## src/trbc_pkg.sv

```systemverilog
// Register map, field positions, reset values and mode codes of the reload/baud counter
package trbc_pkg;

  // Register addresses
  localparam logic [7:0] TRBC_ADDR_CTRL  = 8'hC8; // timer_control
  localparam logic [7:0] TRBC_ADDR_RCL   = 8'hCA; // reload_capture_low
  localparam logic [7:0] TRBC_ADDR_RCH   = 8'hCB; // reload_capture_high
  localparam logic [7:0] TRBC_ADDR_CNTL  = 8'hCC; // count_low
  localparam logic [7:0] TRBC_ADDR_CNTH  = 8'hCD; // count_high
  localparam logic [7:0] TRBC_ADDR_CLKC  = 8'hCE; // clock and interrupt control

  // timer_control fields
  localparam int unsigned TRBC_OVF_BIT   = 7;     // overflow_flag
  localparam int unsigned TRBC_EXF_BIT   = 6;     // external_edge_flag
  localparam int unsigned TRBC_RXSEL_BIT = 5;     // rx_baud_select
  localparam int unsigned TRBC_TXSEL_BIT = 4;     // tx_baud_select
  localparam int unsigned TRBC_EXEN_BIT  = 3;     // external_edge_enable
  localparam int unsigned TRBC_RUN_BIT   = 2;     // run_control
  localparam int unsigned TRBC_CSEL_BIT  = 1;     // counter_select
  localparam int unsigned TRBC_CPRL_BIT  = 0;     // capture_reload_select

  // Clock and interrupt control fields
  localparam int unsigned TRBC_PRESC_BIT = 0;     // prescale_select: 1 undivided, 0 by 12
  localparam int unsigned TRBC_IRQEN_BIT = 1;     // timer interrupt enable

  // Reset values
  localparam logic [7:0]  TRBC_CTRL_RST  = 8'h00;
  localparam logic [7:0]  TRBC_RC_RST    = 8'h00;
  localparam logic [7:0]  TRBC_CNT_RST   = 8'h00;
  localparam logic [7:0]  TRBC_CLKC_RST  = 8'h00;

  // Timing: system clock prescale ratio outside baud mode
  localparam logic [3:0]  TRBC_PRESCALE_DIV = 4'hC;

  // Pin index inside the edge interface
  localparam int unsigned TRBC_PIN_COUNT = 0;     // external_count_pin
  localparam int unsigned TRBC_PIN_TRIG  = 1;     // external_trigger_pin

  // Operating mode, one-hot
  typedef enum logic [3:0] {
    TRBC_OFF     = 4'h1,
    TRBC_CAPTURE = 4'h2,
    TRBC_RELOAD  = 4'h4,
    TRBC_BAUD    = 4'h8
  } trbc_mode_e;

endpackage

```

## src/trbc_edge_if.sv

```systemverilog
// Falling-edge events passed from the pin synchroniser to the counter core
`timescale 1ns/1ps
`default_nettype none
interface trbc_edge_if;
  logic [1:0] fall;  // One-cycle falling-edge pulses, indexed by pin

  modport src (output fall);
  modport dst (input fall);
endinterface
`default_nettype wire

```

## src/trbc_fall_detect.sv

```systemverilog
// Two-flop synchroniser and falling-edge detector for the external pins
`timescale 1ns/1ps
`default_nettype none
module trbc_fall_detect #(
  parameter int unsigned W = 2  // Number of pins
) (
  input  wire logic         clk_i,   // System clock
  input  wire logic         srst_i,  // Synchronous reset, active high
  input  wire logic [W-1:0] pins_i,  // Raw pin levels
  trbc_edge_if.src          evt      // Falling-edge pulses
);

  logic [W-1:0] meta_q;  // First stage, read only by second stage
  logic [W-1:0] sync_q;  // Settled level
  logic [W-1:0] prev_q;  // Level one cycle earlier

  // Reset to idle high so release never looks like a falling edge
  always_ff @(posedge clk_i) begin
    if (srst_i) begin
      meta_q <= '1;
      sync_q <= '1;
      prev_q <= '1;
    end else begin
      meta_q <= pins_i;
      sync_q <= meta_q;
      prev_q <= sync_q;
    end
  end

  assign evt.fall = prev_q & ~sync_q;
endmodule
`default_nettype wire

```

## src/trbc_tick_gen.sv

```systemverilog
// Count tick source: system clock undivided, divided by twelve, or halved in baud mode
`timescale 1ns/1ps
`default_nettype none
module trbc_tick_gen #(
  parameter logic [3:0] PRESCALE_DIV = trbc_pkg::TRBC_PRESCALE_DIV  // Slow prescale ratio
) (
  input  wire logic clk_i,              // System clock
  input  wire logic srst_i,             // Synchronous reset, active high
  input  wire logic baud_mode_i,        // Baud generator configured
  input  wire logic prescale_select_i,  // 1 undivided, 0 divided
  output logic      tick_o              // One-cycle count enable
);

  logic [3:0] div_q;   // Prescale counter
  logic       half_q;  // Toggles every clock for the halved timebase

  // Free-running prescaler; phase is not reset by mode changes
  always_ff @(posedge clk_i) begin
    if (srst_i) begin
      div_q <= 4'h0;
    end else if (div_q == PRESCALE_DIV - 4'h1) begin
      div_q <= 4'h0;
    end else begin
      div_q <= div_q + 4'h1;
    end
  end

  // Halving toggle for baud mode
  always_ff @(posedge clk_i) begin
    if (srst_i) begin
      half_q <= 1'b0;
    end else begin
      half_q <= ~half_q;
    end
  end

  always_comb begin
    if (baud_mode_i) begin
      tick_o = half_q;
    end else if (prescale_select_i) begin
      tick_o = 1'b1;
    end else begin
      tick_o = (div_q == PRESCALE_DIV - 4'h1);
    end
  end
endmodule
`default_nettype wire

```

## src/trbc_top.sv

```systemverilog
// Sixteen-bit reload, capture and baud-rate counter with its register port
//
// The implementer's own choice: the address-and-strobe port.
`timescale 1ns/1ps
`default_nettype none
module trbc_top (
  input  wire logic       clk_i,                   // System clock, 125 MHz
  input  wire logic       srst_i,                  // Synchronous reset, active high
  input  wire logic [7:0] addr_i,                  // Register address
  input  wire logic [7:0] wdata_i,                 // Write data
  input  wire logic       wr_i,                    // Write strobe
  input  wire logic       rd_i,                    // Read strobe
  output logic      [7:0] rdata_o,                 // Read data, cycle after strobe
  input  wire logic       external_count_pin_i,    // External count input
  input  wire logic       external_trigger_pin_i,  // External trigger input
  input  wire logic       other_timer_ovf_i,       // Other timer overflow pulse
  output logic            rx_shift_tick_o,         // UART receive shift clock pulse
  output logic            tx_shift_tick_o,         // UART transmit shift clock pulse
  output logic            timer_irq_o              // Timer interrupt request, level
);

  // Register state
  logic [7:0]  ctrl_q;     // timer_control
  logic [7:0]  clkc_q;     // Prescale and interrupt enable
  logic [15:0] rc_q;       // reload_capture pair
  logic [15:0] count_q;    // count pair
  logic [7:0]  rdata_q;    // Read data hold
  logic        rx_tick_q;  // Registered receive shift pulse
  logic        tx_tick_q;  // Registered transmit shift pulse
  logic        irq_q;      // Registered interrupt request

  // Decoded controls
  logic rx_sel;     // rx_baud_select
  logic tx_sel;     // tx_baud_select
  logic ext_en;     // external_edge_enable
  logic run;        // run_control
  logic cnt_sel;    // counter_select
  logic cap_sel;    // capture_reload_select
  logic cfg_baud;   // Baud generator configured
  logic cfg_cap;    // Capture configured
  logic presc_sel;  // prescale_select
  logic irq_en;     // Timer interrupt enable

  // Register port decode
  logic wr_ctrl;    // Write to timer_control
  logic wr_clkc;    // Write to clock and interrupt control
  logic wr_rcl;     // Write to reload_capture_low
  logic wr_rch;     // Write to reload_capture_high
  logic wr_cntl;    // Write to count_low
  logic wr_cnth;    // Write to count_high

  // Counter events
  logic                 tick;       // Timebase tick from the prescaler
  logic                 cnt_fall;   // Synchronised fall on the count pin
  logic                 trig_fall;  // Synchronised fall on the trigger pin
  logic                 step;       // Count advances this cycle
  logic                 roll;       // Count rolls over from all ones
  logic                 trig;       // Enabled trigger event
  logic                 ovf_set;    // Hardware sets overflow_flag
  logic                 baud_roll;  // Rollover feeding the UART shift clocks
  logic [15:0]          roll_val;   // Value loaded on rollover
  trbc_pkg::trbc_mode_e mode;       // Current operating mode

  // Falling-edge events from the pin synchroniser
  trbc_edge_if edge_bus ();

  // Control field decode
  assign rx_sel    = ctrl_q[trbc_pkg::TRBC_RXSEL_BIT];
  assign tx_sel    = ctrl_q[trbc_pkg::TRBC_TXSEL_BIT];
  assign ext_en    = ctrl_q[trbc_pkg::TRBC_EXEN_BIT];
  assign run       = ctrl_q[trbc_pkg::TRBC_RUN_BIT];
  assign cnt_sel   = ctrl_q[trbc_pkg::TRBC_CSEL_BIT];
  assign cap_sel   = ctrl_q[trbc_pkg::TRBC_CPRL_BIT];
  assign presc_sel = clkc_q[trbc_pkg::TRBC_PRESC_BIT];
  assign irq_en    = clkc_q[trbc_pkg::TRBC_IRQEN_BIT];

  // baud overrides capture
  // Either baud select wins over the capture select bit
  assign cfg_baud = rx_sel | tx_sel;
  assign cfg_cap  = cap_sel & ~cfg_baud;

  // Write strobes per register; the slave never stalls the master
  assign wr_ctrl = wr_i && (addr_i == trbc_pkg::TRBC_ADDR_CTRL);
  assign wr_clkc = wr_i && (addr_i == trbc_pkg::TRBC_ADDR_CLKC);
  assign wr_rcl  = wr_i && (addr_i == trbc_pkg::TRBC_ADDR_RCL);
  assign wr_rch  = wr_i && (addr_i == trbc_pkg::TRBC_ADDR_RCH);
  assign wr_cntl = wr_i && (addr_i == trbc_pkg::TRBC_ADDR_CNTL);
  assign wr_cnth = wr_i && (addr_i == trbc_pkg::TRBC_ADDR_CNTH);

  // pins synchronised first
  // Index order follows the package pin positions
  trbc_fall_detect #(
    .W (2)
  ) fall_u (
    .clk_i  (clk_i),
    .srst_i (srst_i),
    .pins_i ({external_trigger_pin_i, external_count_pin_i}),
    .evt    (edge_bus)
  );

  // Synchronised edge pulses, one cycle each
  assign cnt_fall  = edge_bus.fall[trbc_pkg::TRBC_PIN_COUNT];
  assign trig_fall = edge_bus.fall[trbc_pkg::TRBC_PIN_TRIG];

  // prescaled timebase
  // The tick source halves the clock in baud mode
  trbc_tick_gen #(
    .PRESCALE_DIV (trbc_pkg::TRBC_PRESCALE_DIV)
  ) tick_u (
    .clk_i             (clk_i),
    .srst_i            (srst_i),
    .baud_mode_i       (cfg_baud),
    .prescale_select_i (presc_sel),
    .tick_o            (tick)
  );

  // mode decode
  // Run low means off; baud beats capture, capture beats reload
  always_comb begin
    if (!run) begin
      mode = trbc_pkg::TRBC_OFF;
    end else if (cfg_baud) begin
      mode = trbc_pkg::TRBC_BAUD;
    end else if (cap_sel) begin
      mode = trbc_pkg::TRBC_CAPTURE;
    end else begin
      mode = trbc_pkg::TRBC_RELOAD;
    end
  end

  // baud pin timebase
  // Pin edges come two clocks late through the synchroniser
  assign step = run && (cnt_sel ? cnt_fall : tick);

  assign roll = step && (count_q == 16'hFFFF);

  // edge flag only from enabled fall
  // The trigger acts even while the run bit is low
  assign trig = ext_en && trig_fall;

  // pair supplies the reload value
  // Capture mode wraps to zero instead of reloading
  always_comb begin
    roll_val  = count_q;
    ovf_set   = 1'b0;
    baud_roll = 1'b0;
    unique case (mode)
      trbc_pkg::TRBC_OFF: begin
        // No rollover can happen while stopped
        roll_val = count_q;
      end
      trbc_pkg::TRBC_CAPTURE: begin
        roll_val = 16'h0000;
        ovf_set  = roll;
      end
      trbc_pkg::TRBC_RELOAD: begin
        roll_val = rc_q;
        ovf_set  = roll;
      end
      trbc_pkg::TRBC_BAUD: begin
        roll_val  = rc_q;
        baud_roll = roll;
      end
    endcase
  end

  // baud trigger leaves count alone
  // Software byte writes land last, so they win over counting
  always_ff @(posedge clk_i) begin
    if (srst_i) begin
      count_q <= {trbc_pkg::TRBC_CNT_RST, trbc_pkg::TRBC_CNT_RST};
    end else begin
      if (trig && !cfg_baud && !cfg_cap) begin
        count_q <= rc_q;
      end else if (roll) begin
        count_q <= roll_val;
      end else if (step) begin
        count_q <= count_q + 16'h0001;
      end
      if (wr_cntl) begin
        count_q[7:0] <= wdata_i;
      end
      if (wr_cnth) begin
        count_q[15:8] <= wdata_i;
      end
    end
  end

  // capture copies count
  // A capture in the same cycle as a software write wins
  always_ff @(posedge clk_i) begin
    if (srst_i) begin
      rc_q <= {trbc_pkg::TRBC_RC_RST, trbc_pkg::TRBC_RC_RST};
    end else begin
      if (wr_rcl) begin
        rc_q[7:0] <= wdata_i;
      end
      if (wr_rch) begin
        rc_q[15:8] <= wdata_i;
      end
      if (trig && cfg_cap) begin
        rc_q <= count_q;
      end
    end
  end

  // flags stick until cleared
  // Hardware set wins over a software clear in the same cycle
  always_ff @(posedge clk_i) begin
    if (srst_i) begin
      ctrl_q <= trbc_pkg::TRBC_CTRL_RST;
    end else begin
      if (wr_ctrl) begin
        ctrl_q <= wdata_i;
      end
      if (ovf_set) begin
        ctrl_q[trbc_pkg::TRBC_OVF_BIT] <= 1'b1;
      end
      if (trig) begin
        ctrl_q[trbc_pkg::TRBC_EXF_BIT] <= 1'b1;
      end
    end
  end

  // Clock and interrupt control, plain software register
  always_ff @(posedge clk_i) begin
    if (srst_i) begin
      clkc_q <= trbc_pkg::TRBC_CLKC_RST;
    end else if (wr_clkc) begin
      clkc_q <= wdata_i;
    end
  end

  // either flag requests interrupt
  // Registered, so the request trails the flag by one clock
  always_ff @(posedge clk_i) begin
    if (srst_i) begin
      irq_q <= 1'b0;
    end else begin
      irq_q <= irq_en && (ctrl_q[trbc_pkg::TRBC_OVF_BIT] || ctrl_q[trbc_pkg::TRBC_EXF_BIT]);
    end
  end

  // shift clock routing
  // A clear select hands that direction to the other timer
  always_ff @(posedge clk_i) begin
    if (srst_i) begin
      rx_tick_q <= 1'b0;
      tx_tick_q <= 1'b0;
    end else begin
      rx_tick_q <= rx_sel ? baud_roll : other_timer_ovf_i;
      tx_tick_q <= tx_sel ? baud_roll : other_timer_ovf_i;
    end
  end

  // register read port
  // Data stands only in the cycle after the strobe, zero otherwise
  always_ff @(posedge clk_i) begin
    if (srst_i) begin
      rdata_q <= 8'h00;
    end else if (rd_i) begin
      case (addr_i)
        trbc_pkg::TRBC_ADDR_CTRL: begin
          rdata_q <= ctrl_q;
        end
        trbc_pkg::TRBC_ADDR_CLKC: begin
          rdata_q <= clkc_q;
        end
        trbc_pkg::TRBC_ADDR_RCL: begin
          rdata_q <= rc_q[7:0];
        end
        trbc_pkg::TRBC_ADDR_RCH: begin
          rdata_q <= rc_q[15:8];
        end
        trbc_pkg::TRBC_ADDR_CNTL: begin
          rdata_q <= count_q[7:0];
        end
        trbc_pkg::TRBC_ADDR_CNTH: begin
          rdata_q <= count_q[15:8];
        end
        default: begin
          // Unmapped addresses read as zero
          rdata_q <= 8'h00;
        end
      endcase
    end else begin
      rdata_q <= 8'h00;
    end
  end

  // Outputs straight from flip-flops
  assign rdata_o         = rdata_q;
  assign rx_shift_tick_o = rx_tick_q;
  assign tx_shift_tick_o = tx_tick_q;
  assign timer_irq_o     = irq_q;
endmodule
`default_nettype wire

```

## config.mk

```make
export PLATFORM = sky130hd
export DESIGN_NAME = trbc_top
export DESIGN_NICKNAME = d
export VERILOG_FILES = /design/src/trbc_pkg.sv /design/src/trbc_edge_if.sv /design/src/trbc_fall_detect.sv /design/src/trbc_tick_gen.sv /design/src/trbc_top.sv
export SDC_FILE = /design/constraint.sdc
export NUM_CORES = 1
export LEC_CHECK = 0
export CAP_MARGIN = 15
export CELL_PAD_IN_SITES_DETAIL_PLACEMENT = 1
export CELL_PAD_IN_SITES_GLOBAL_PLACEMENT = 1
export CORE_AREA = 5 5 97 99
export DETAILED_ROUTE_END_ITERATION = 6
export DIE_AREA = 0 0 102 104
export DONT_BUFFER_PORTS = 1
export PLACE_DENSITY = 0.79
export SYNTH_ARGS = -nofsm -noshare
export SYNTH_HDL_FRONTEND = slang
export SYNTH_HIERARCHICAL = 1
export SYNTH_SLANG_ARGS = --single-unit
```

## constraint.sdc

```tcl
create_clock -name clk_i -period 2.27 [get_ports clk_i]
set_input_delay 0.454 -clock clk_i [delete_from_list [all_inputs] [get_ports clk_i]]
set_output_delay 0.454 -clock clk_i [all_outputs]
set_load 0.02 [all_outputs]
```

After elaboration in Yosys (flattened, before gate mapping)
Cells that the tools add are included.
{"block": "totals", "register_bits": 70, "word_cells": 91}
{"block": "classes", "n_addsub": 2, "eq_ne": 14, "n_mux": 23, "n_bitwise": 7, "n_reduce_logical": 28}
{"cell": "$mux W16", "n": 4}
{"cell": "$eq A8 B8 Y1 const B", "n": 6}
{"cell": "$pmux W8 S6", "n": 1}
{"cell": "$mux W8", "n": 5}
{"cell": "$pmux W16 S2", "n": 1}
{"cell": "$add A16 B1 Y16 const B", "n": 1}
{"cell": "$eq A16 B16 Y1 const B", "n": 1}
{"cell": "$logic_and A1 B1 Y1", "n": 13}
{"cell": "$mux W1", "n": 9}
{"cell": "$eq A4 B4 Y1 const B", "n": 2}
{"cell": "$mux W4", "n": 2}
{"cell": "$ne A4 B4 Y1 const B", "n": 2}
{"cell": "$reduce_bool A2 Y1", "n": 4}
{"cell": "$reduce_bool A4 Y1", "n": 2}
{"cell": "$reduce_or A2 Y1", "n": 4}
{"cell": "$add A4 B1 Y4 const B", "n": 1}
{"cell": "$eq A4 B1 Y1 const B", "n": 1}
{"cell": "$eq A4 B2 Y1 const B", "n": 1}
{"cell": "$eq A4 B3 Y1 const B", "n": 1}
{"cell": "$reduce_and A2 Y1", "n": 2}
{"cell": "$mux W3", "n": 1}
{"cell": "$not A1 Y1", "n": 3}
{"cell": "$and A2 B2 Y2", "n": 1}
{"cell": "$logic_not A1 Y1", "n": 2}
{"cell": "other kinds (4)", "n": 4}

Logic depth before layout (Yosys ltp)
{"block": "logic_depth", "depth_word": 9, "depth_mapped": 11}

Cells and area by module
The synthesis kept the hierarchy.
{"mod": "trbc_top", "instances": 1, "cells_per_inst": 372, "area_each_um2": 3210.6}
{"mod": "trbc_tick_gen", "instances": 1, "cells_per_inst": 20, "area_each_um2": 212.7}
{"mod": "trbc_fall_detect", "instances": 1, "cells_per_inst": 14, "area_each_um2": 170.2}

Worst setup path after synthesis
No wires, ideal clock.
{"block": "synth_path", "kind": "register -> register", "startpoint": "register tick_u.div_q[0]", "endpoint": "register count_q[0]", "setup_ns": 0.079, "t_arrival_ns": 2.247, "path_slack_ns": -0.056, "path_stages_with_launch": 10, "n_path_buf": 1, "synth_period_minus_slack_ns": 2.326, "path_cell_list": "dfxtp_1 -> ha_1 -> and3b_1 -> o31a_1 -> mux2_2 -> a21oi_1 -> clkbuf_1 -> a21oi_1 -> a221o_1 -> a211oi_2"}
{"block": "synth_between", "elab_chain_len": 9}
{"element": "from (decl)", "line_no": "trbc_tick_gen.sv:14", "rtl": "logic [3:0] div_q;"}
{"element": "from (signal assigned)", "line_no": "trbc_tick_gen.sv:24", "rtl": "div_q <= div_q + 4'h1;"}
{"element": "$eq A4 B4 Y1 (*)", "line_no": "trbc_tick_gen.sv:43", "rtl": "tick_o = (div_q == PRESCALE_DIV - 4'h1);"}
{"element": "$mux W1 (*)", "line_no": "trbc_tick_gen.sv:40", "rtl": "end else if (prescale_select_i) begin"}
{"element": "$mux W1 (*)", "line_no": "trbc_tick_gen.sv:38", "rtl": "if (baud_mode_i) begin"}
{"element": "named net tick", "line_no": "trbc_top.sv:53", "rtl": "logic tick;"}
{"element": "$mux W1 (*)", "line_no": "trbc_top.sv:133", "rtl": "assign step = run && (cnt_sel ? cnt_fall : tick);"}
{"element": "$logic_and A1 B1 Y1 (*)", "line_no": "trbc_top.sv:133"}
{"element": "$logic_and A1 B1 Y1", "line_no": "trbc_top.sv:135", "rtl": "assign roll = step && (count_q == 16'hFFFF);"}
{"element": "$mux W16", "line_no": "trbc_top.sv:175", "rtl": "end else if (roll) begin"}
{"element": "$mux W16", "line_no": "trbc_top.sv:173", "rtl": "if (trig && !cfg_baud && !cfg_cap) begin"}
{"element": "$mux W8", "line_no": "trbc_top.sv:180", "rtl": "if (wr_cntl) begin"}
{"element": "to (signal assigned)", "line_no": "trbc_top.sv:174", "rtl": "count_q <= rc_q;"}
{"element": "to (signal assigned)", "line_no": "trbc_top.sv:176", "rtl": "count_q <= roll_val;"}
{"element": "to (signal assigned)", "line_no": "trbc_top.sv:181", "rtl": "count_q[7:0] <= wdata_i;"}
{"element": "to (decl)", "line_no": "trbc_top.sv:26", "rtl": "logic [15:0] count_q;"}
The timed path passes the listed nets; every way through them passes the cells marked *.
A chain may end at the register's enable or synchronous reset.

Worst setup path in the final report
{"block": "layout_path", "startpoint": "register count_q[0]", "endpoint": "register count_q[0]"}
{"block": "layout_between", "elab_chain_len": 5}
{"element": "from (signal assigned)", "line_no": "trbc_top.sv:171", "rtl": "count_q <= {trbc_pkg::TRBC_CNT_RST, trbc_pkg::TRBC_CNT_RST};"}
{"element": "from (signal assigned)", "line_no": "trbc_top.sv:174"}
{"element": "from (signal assigned)", "line_no": "trbc_top.sv:176"}
{"element": "$add A16 B1 Y16 / $eq A16 B16 Y1 (equally long branches)", "line_no": "trbc_top.sv:178, trbc_top.sv:135"}
{"element": "$mux W16 / $logic_and A1 B1 Y1 (equally long branches)", "line_no": "trbc_top.sv:177, trbc_top.sv:135"}
{"element": "$mux W16", "line_no": "trbc_top.sv:175"}
{"element": "$mux W16", "line_no": "trbc_top.sv:173"}
{"element": "$mux W8", "line_no": "trbc_top.sv:180"}
Several ways; a longest one is shown, not always the timed one. The select of a mux whose other input is x is not followed.

==> summary.md <==
| Metric | Value |
|---|---|
| Nets@finish | `469` |
| Synth Flop Type | `dfxtp_1` |
| Skew final | `17.2 ps` |
| Failing checks | `setup timing` |
| Synthesized flop and latch total | `70` |
| CORE AREA | `0.00847 sq mm` |
| Initial antenna violation count | `0` |
| Worst setup SP type | `flop` |
| Setup Crit Path Kind | `reg -> reg` |
| Power Density | `roughly 550 mW/mm^2` |
| Initial DRC count | `258` |
| Post-DR wirelength/cell | `23.4 um` |
| Area Overhead vs Synth | `21.5%` |
| Post-DP Area | `0.00397 sq mm` |
| NetSw | `around 590 uW` |
| Crit-path slowest cell | `or4_4` |
| Number of I/O pins | `34` |
| Max_cap viols | `0` |
| Initial Util | `42.4%` |
| Detailed Route WL | `13100 um` |
| Non-Filler Instances | `557` |
| Die Width | `102 um` |
| Layout Utilization | `51.6%` |
| Int Power | `1810 uW` |
| Required time of the critical path | `2550 ps` |
| Synth warn | `6` |
| Peak supply drop | `just over 0.0003 V` |
| Clk_lat worst skew | `370 ps` |
| CTS tree | `yes` |
| Synth area leaders | `dfxtp_1 39%, mux2i_1 7.2%, nor2_1 5.6%` |
| Slew Limit Headroom | `approximately 62%` |
| Unrepaired setup endpoints after global routing | `true` |
| H-tree depth | `3` |
| Mapped Area | `about 0.0036 sq mm` |
| I/O Buffers | `0` |
| Async set-reset flop share out of synthesis | `0%` |
| Total grt overflow | `0` |
| Num CTS Buffers | `9` |
| Share of layout cells above drive strength 1 | `between 20% and 30%` |
| Row Count | `34` |
| Critical-path maximum fanout | `7` |
| Avg Inst Size Synth | `8.85 sq um` |
| Status | `finished, violations left` |
| Tot GR Track Use | `24.8%` |
| CP cell instances | `ha_4 -> nand4_1 -> or4_4 -> o21ai_4 -> nor2_2 -> a221o_1 -> a211oi_2` |
| Leakage | `0.00163 uW` |
| Clock-pin slew on the worst setup and hold paths | `80 ps` |
| Cell area after layout | `0.00437 sq mm` |
| Antenna viol nets, final | `0` |
| Clock root buffer | `clkbuf_8` |
| CTS sink cnt | `70` |
| Residual DRC | `0` |
| Critical Path Sink Type | `flop` |
| Global-route wire length before repair | `roughly 20000 um` |
| CP arrival | `around 2600 ps` |
| Via count | `3529` |
| Die area | `0.0106 sq mm` |
| Worst setup margin | `-33.2 ps` |
| Combinational Power Share | `3.3%` |
| Switching share of power | `between 20% and 30%` |
| Final hold viol count | `0` |
| Vias in the first global route | `3588` |
| Sequential share of the synthesized area | `between 30% and 40%` |
| Min cycle time layout | `2300 ps` |
| Net Count, Synth | `431` |
| Clock network fraction of total power | `between 40 and 50%` |
| Final setup violation count | `4` |
| Number of synthesized flops with an enable pin | `0` |
| Worst slew pin tran | `572 ps` |
| Pin count of the biggest net entering global routing | `68` |
| Distinct cells, synth | `60` |
| Hold Path Class | `in -> reg` |
| Count of pins over their slew limit | `0` |
| Clock Path Buffers | `2` |
| Reg power frac | `52.5%` |
| Post-Synthesis Cells | `about 400` |
| Top Family by Delay on Critical Path | `compound AO/OA/AOI/OAI gates` |
| Cells after DPL | `532` |
| Fmax | `434 MHz` |
| Antenna diodes | `0` |
| CP Buf/Inv Count | `0` |
| Post-detail-place hpwl | `8920 um` |
| Tcrit/Tclk final | `101%` |
| Final worst hold slack | `153 ps` |
| Synth top area share | `39.0%` |
| Placer Congestion | `0.971` |
| Drt first pass iters | `5` |
| Die height | `104 um` |
| Yosys top cell by area | `dfxtp_1` |
| Critical Path Max Stage Delay | `590 ps` |
| Vias/cell | `6.34` |
-- area by class of cell --
cell class                 instances  area, sq um
timing repair buffer              59          462
tap                              108          135
sequential                        70         1410
fill                             990         4100
inverter                           2         7.51
multi-input combinational        302         2160
clock buffer                      10          128
clock inverter                     6         70.1
-- registers in the layout (all words and copies together) (netlist names) --
register         cells
tick_u/half_q        1
rx_shift_tick_o      1
count_q             16
fall_u/prev_q        2
clkc_q               8
tx_shift_tick_o      1
ctrl_q               8
rdata_o              8
timer_irq_o          1
tick_u/div_q         4
fall_u/meta_q        2
rc_q                16
fall_u/sync_q        2
-- cells in the mapped netlist (3+ instances only) --
cell type   n
dfxtp_1    70
nor2_1     54
nand2_1    33
mux2i_1    26
clkbuf_1   22
a21oi_1    19
nand3_1    15
a211oi_1   14
a22oi_1    10
a311oi_1    9
o21ai_0     9
mux4_2      8
a31oi_1     7
nor3_1      7
nor2b_1     6
nor4_1      6
or2_1       6
and3_1      5
nand4_1     5
xor2_1      5
buf_2       4
xnor2_1     4
a2bb2oi_1   3
and2_1      3
and4_1      3
nand2b_1    3
nand3b_1    3
-- cells in the final DEF, fill, tap and decap left out, types with 4 or more instances in the layout --
master     n
buf_6      5
a21oi_1   18
nor3_1     6
buf_4     54
a211oi_2   4
nand3_1   15
mux2i_1   26
a311oi_1   9
a31oi_1    7
or2_1      6
xnor2_1    4
and3_1     4
clkbuf_8   9
o21ai_0    6
dfxtp_2    4
nand4_1    5
nor4_1     4
nor2b_1    6
nor2_1    53
nand2_1   31
xor2_1     5
a22oi_1   10
mux4_2     8
a211oi_1  11
dfxtp_1   66
-- per-stage QoR --
step / TNS, ps / worst slack (ps) / power (uW)
floorplan: 0 / 23.1 / 1350
global placement: 0 / 4.28 / 1350
detailed placement: -719 / -106 / 1350
CTS: -2.76 / -2.76 / 2400
global route: -923 / -120 / 2490
finish: -67.4 / -33.2 / 2390
-- cell families (layout without fill, tap and decap cells) --
kind of cell / after synthesis / in the layout / share of synthesized area [%]
AOI/OAI and AO/OA: 89 / 89 / 17.7
xor gates and xnor gates: 9 / 9 / 2.19
adders and majority gates: 2 / 2 / 0.696
buffers and inverters: 34 / 77 / 3.97
DFF: 70 / 70 / 39.0
muxes: 35 / 35 / 12.6
and+or+nand+nor: 167 / 167 / 23.9
-- per-layer routing --
| metal | track usage (%) | part of all wire (%) | vias to the layer above |
|---|---|---|---|
| met5 | 0 | 0 | - |
| met4 | 12.5 | 4.5 | 0 |
| met3 | 4.49 | 4.9 | 41 |
| met2 | 40.0 | 49 | 125 |
| met1 | 31.2 | 42 | 1789 |
| li1 | - | - | 1574 |
-- power by group through the flow --
stage | sequential, uW | combinational (uW) | clock [uW]
5_1_grt | 1260 | 86.0 | 1140
4_1_cts | 1250 | 71.9 | 1070
2_1_floorplan | 1280 | 68.1 | 0
6_report | 1260 | 78.2 | 1060
3_5_place_dp | 1280 | 70.6 | 0
3_3_place_gp | 1280 | 67.0 | 0
-- worst paths after layout --
check	startpoint	end	slack [ps]	cells past startpoint
worst max-delay path	count_q[0]$_SDFFE_PP0P_	count_q[0]$_SDFFE_PP0P_	-30	7
worst min-delay path	srst_i	count_q[0]$_SDFFE_PP0P_	150	1
worst max register to register	count_q[0]$_SDFFE_PP0P_	count_q[0]$_SDFFE_PP0P_	-30	7
worst min register to register	tick_u/half_q$_SDFF_PP0_	tick_u/half_q$_SDFF_PP0_	400	1
-- what timing repair did --
| item | CTS | global route |
|---|---|---|
| endpoints found under the setup margin | 14 | 15 |
| pin swaps | 5 | 12 |
| resized for setup | 13 | 22 |
| hold buffers | 0 | 0 |
| cloned | 0 | 0 |
| setup buffers | 5 | 4 |
Power figures use the tool's default switching activity.
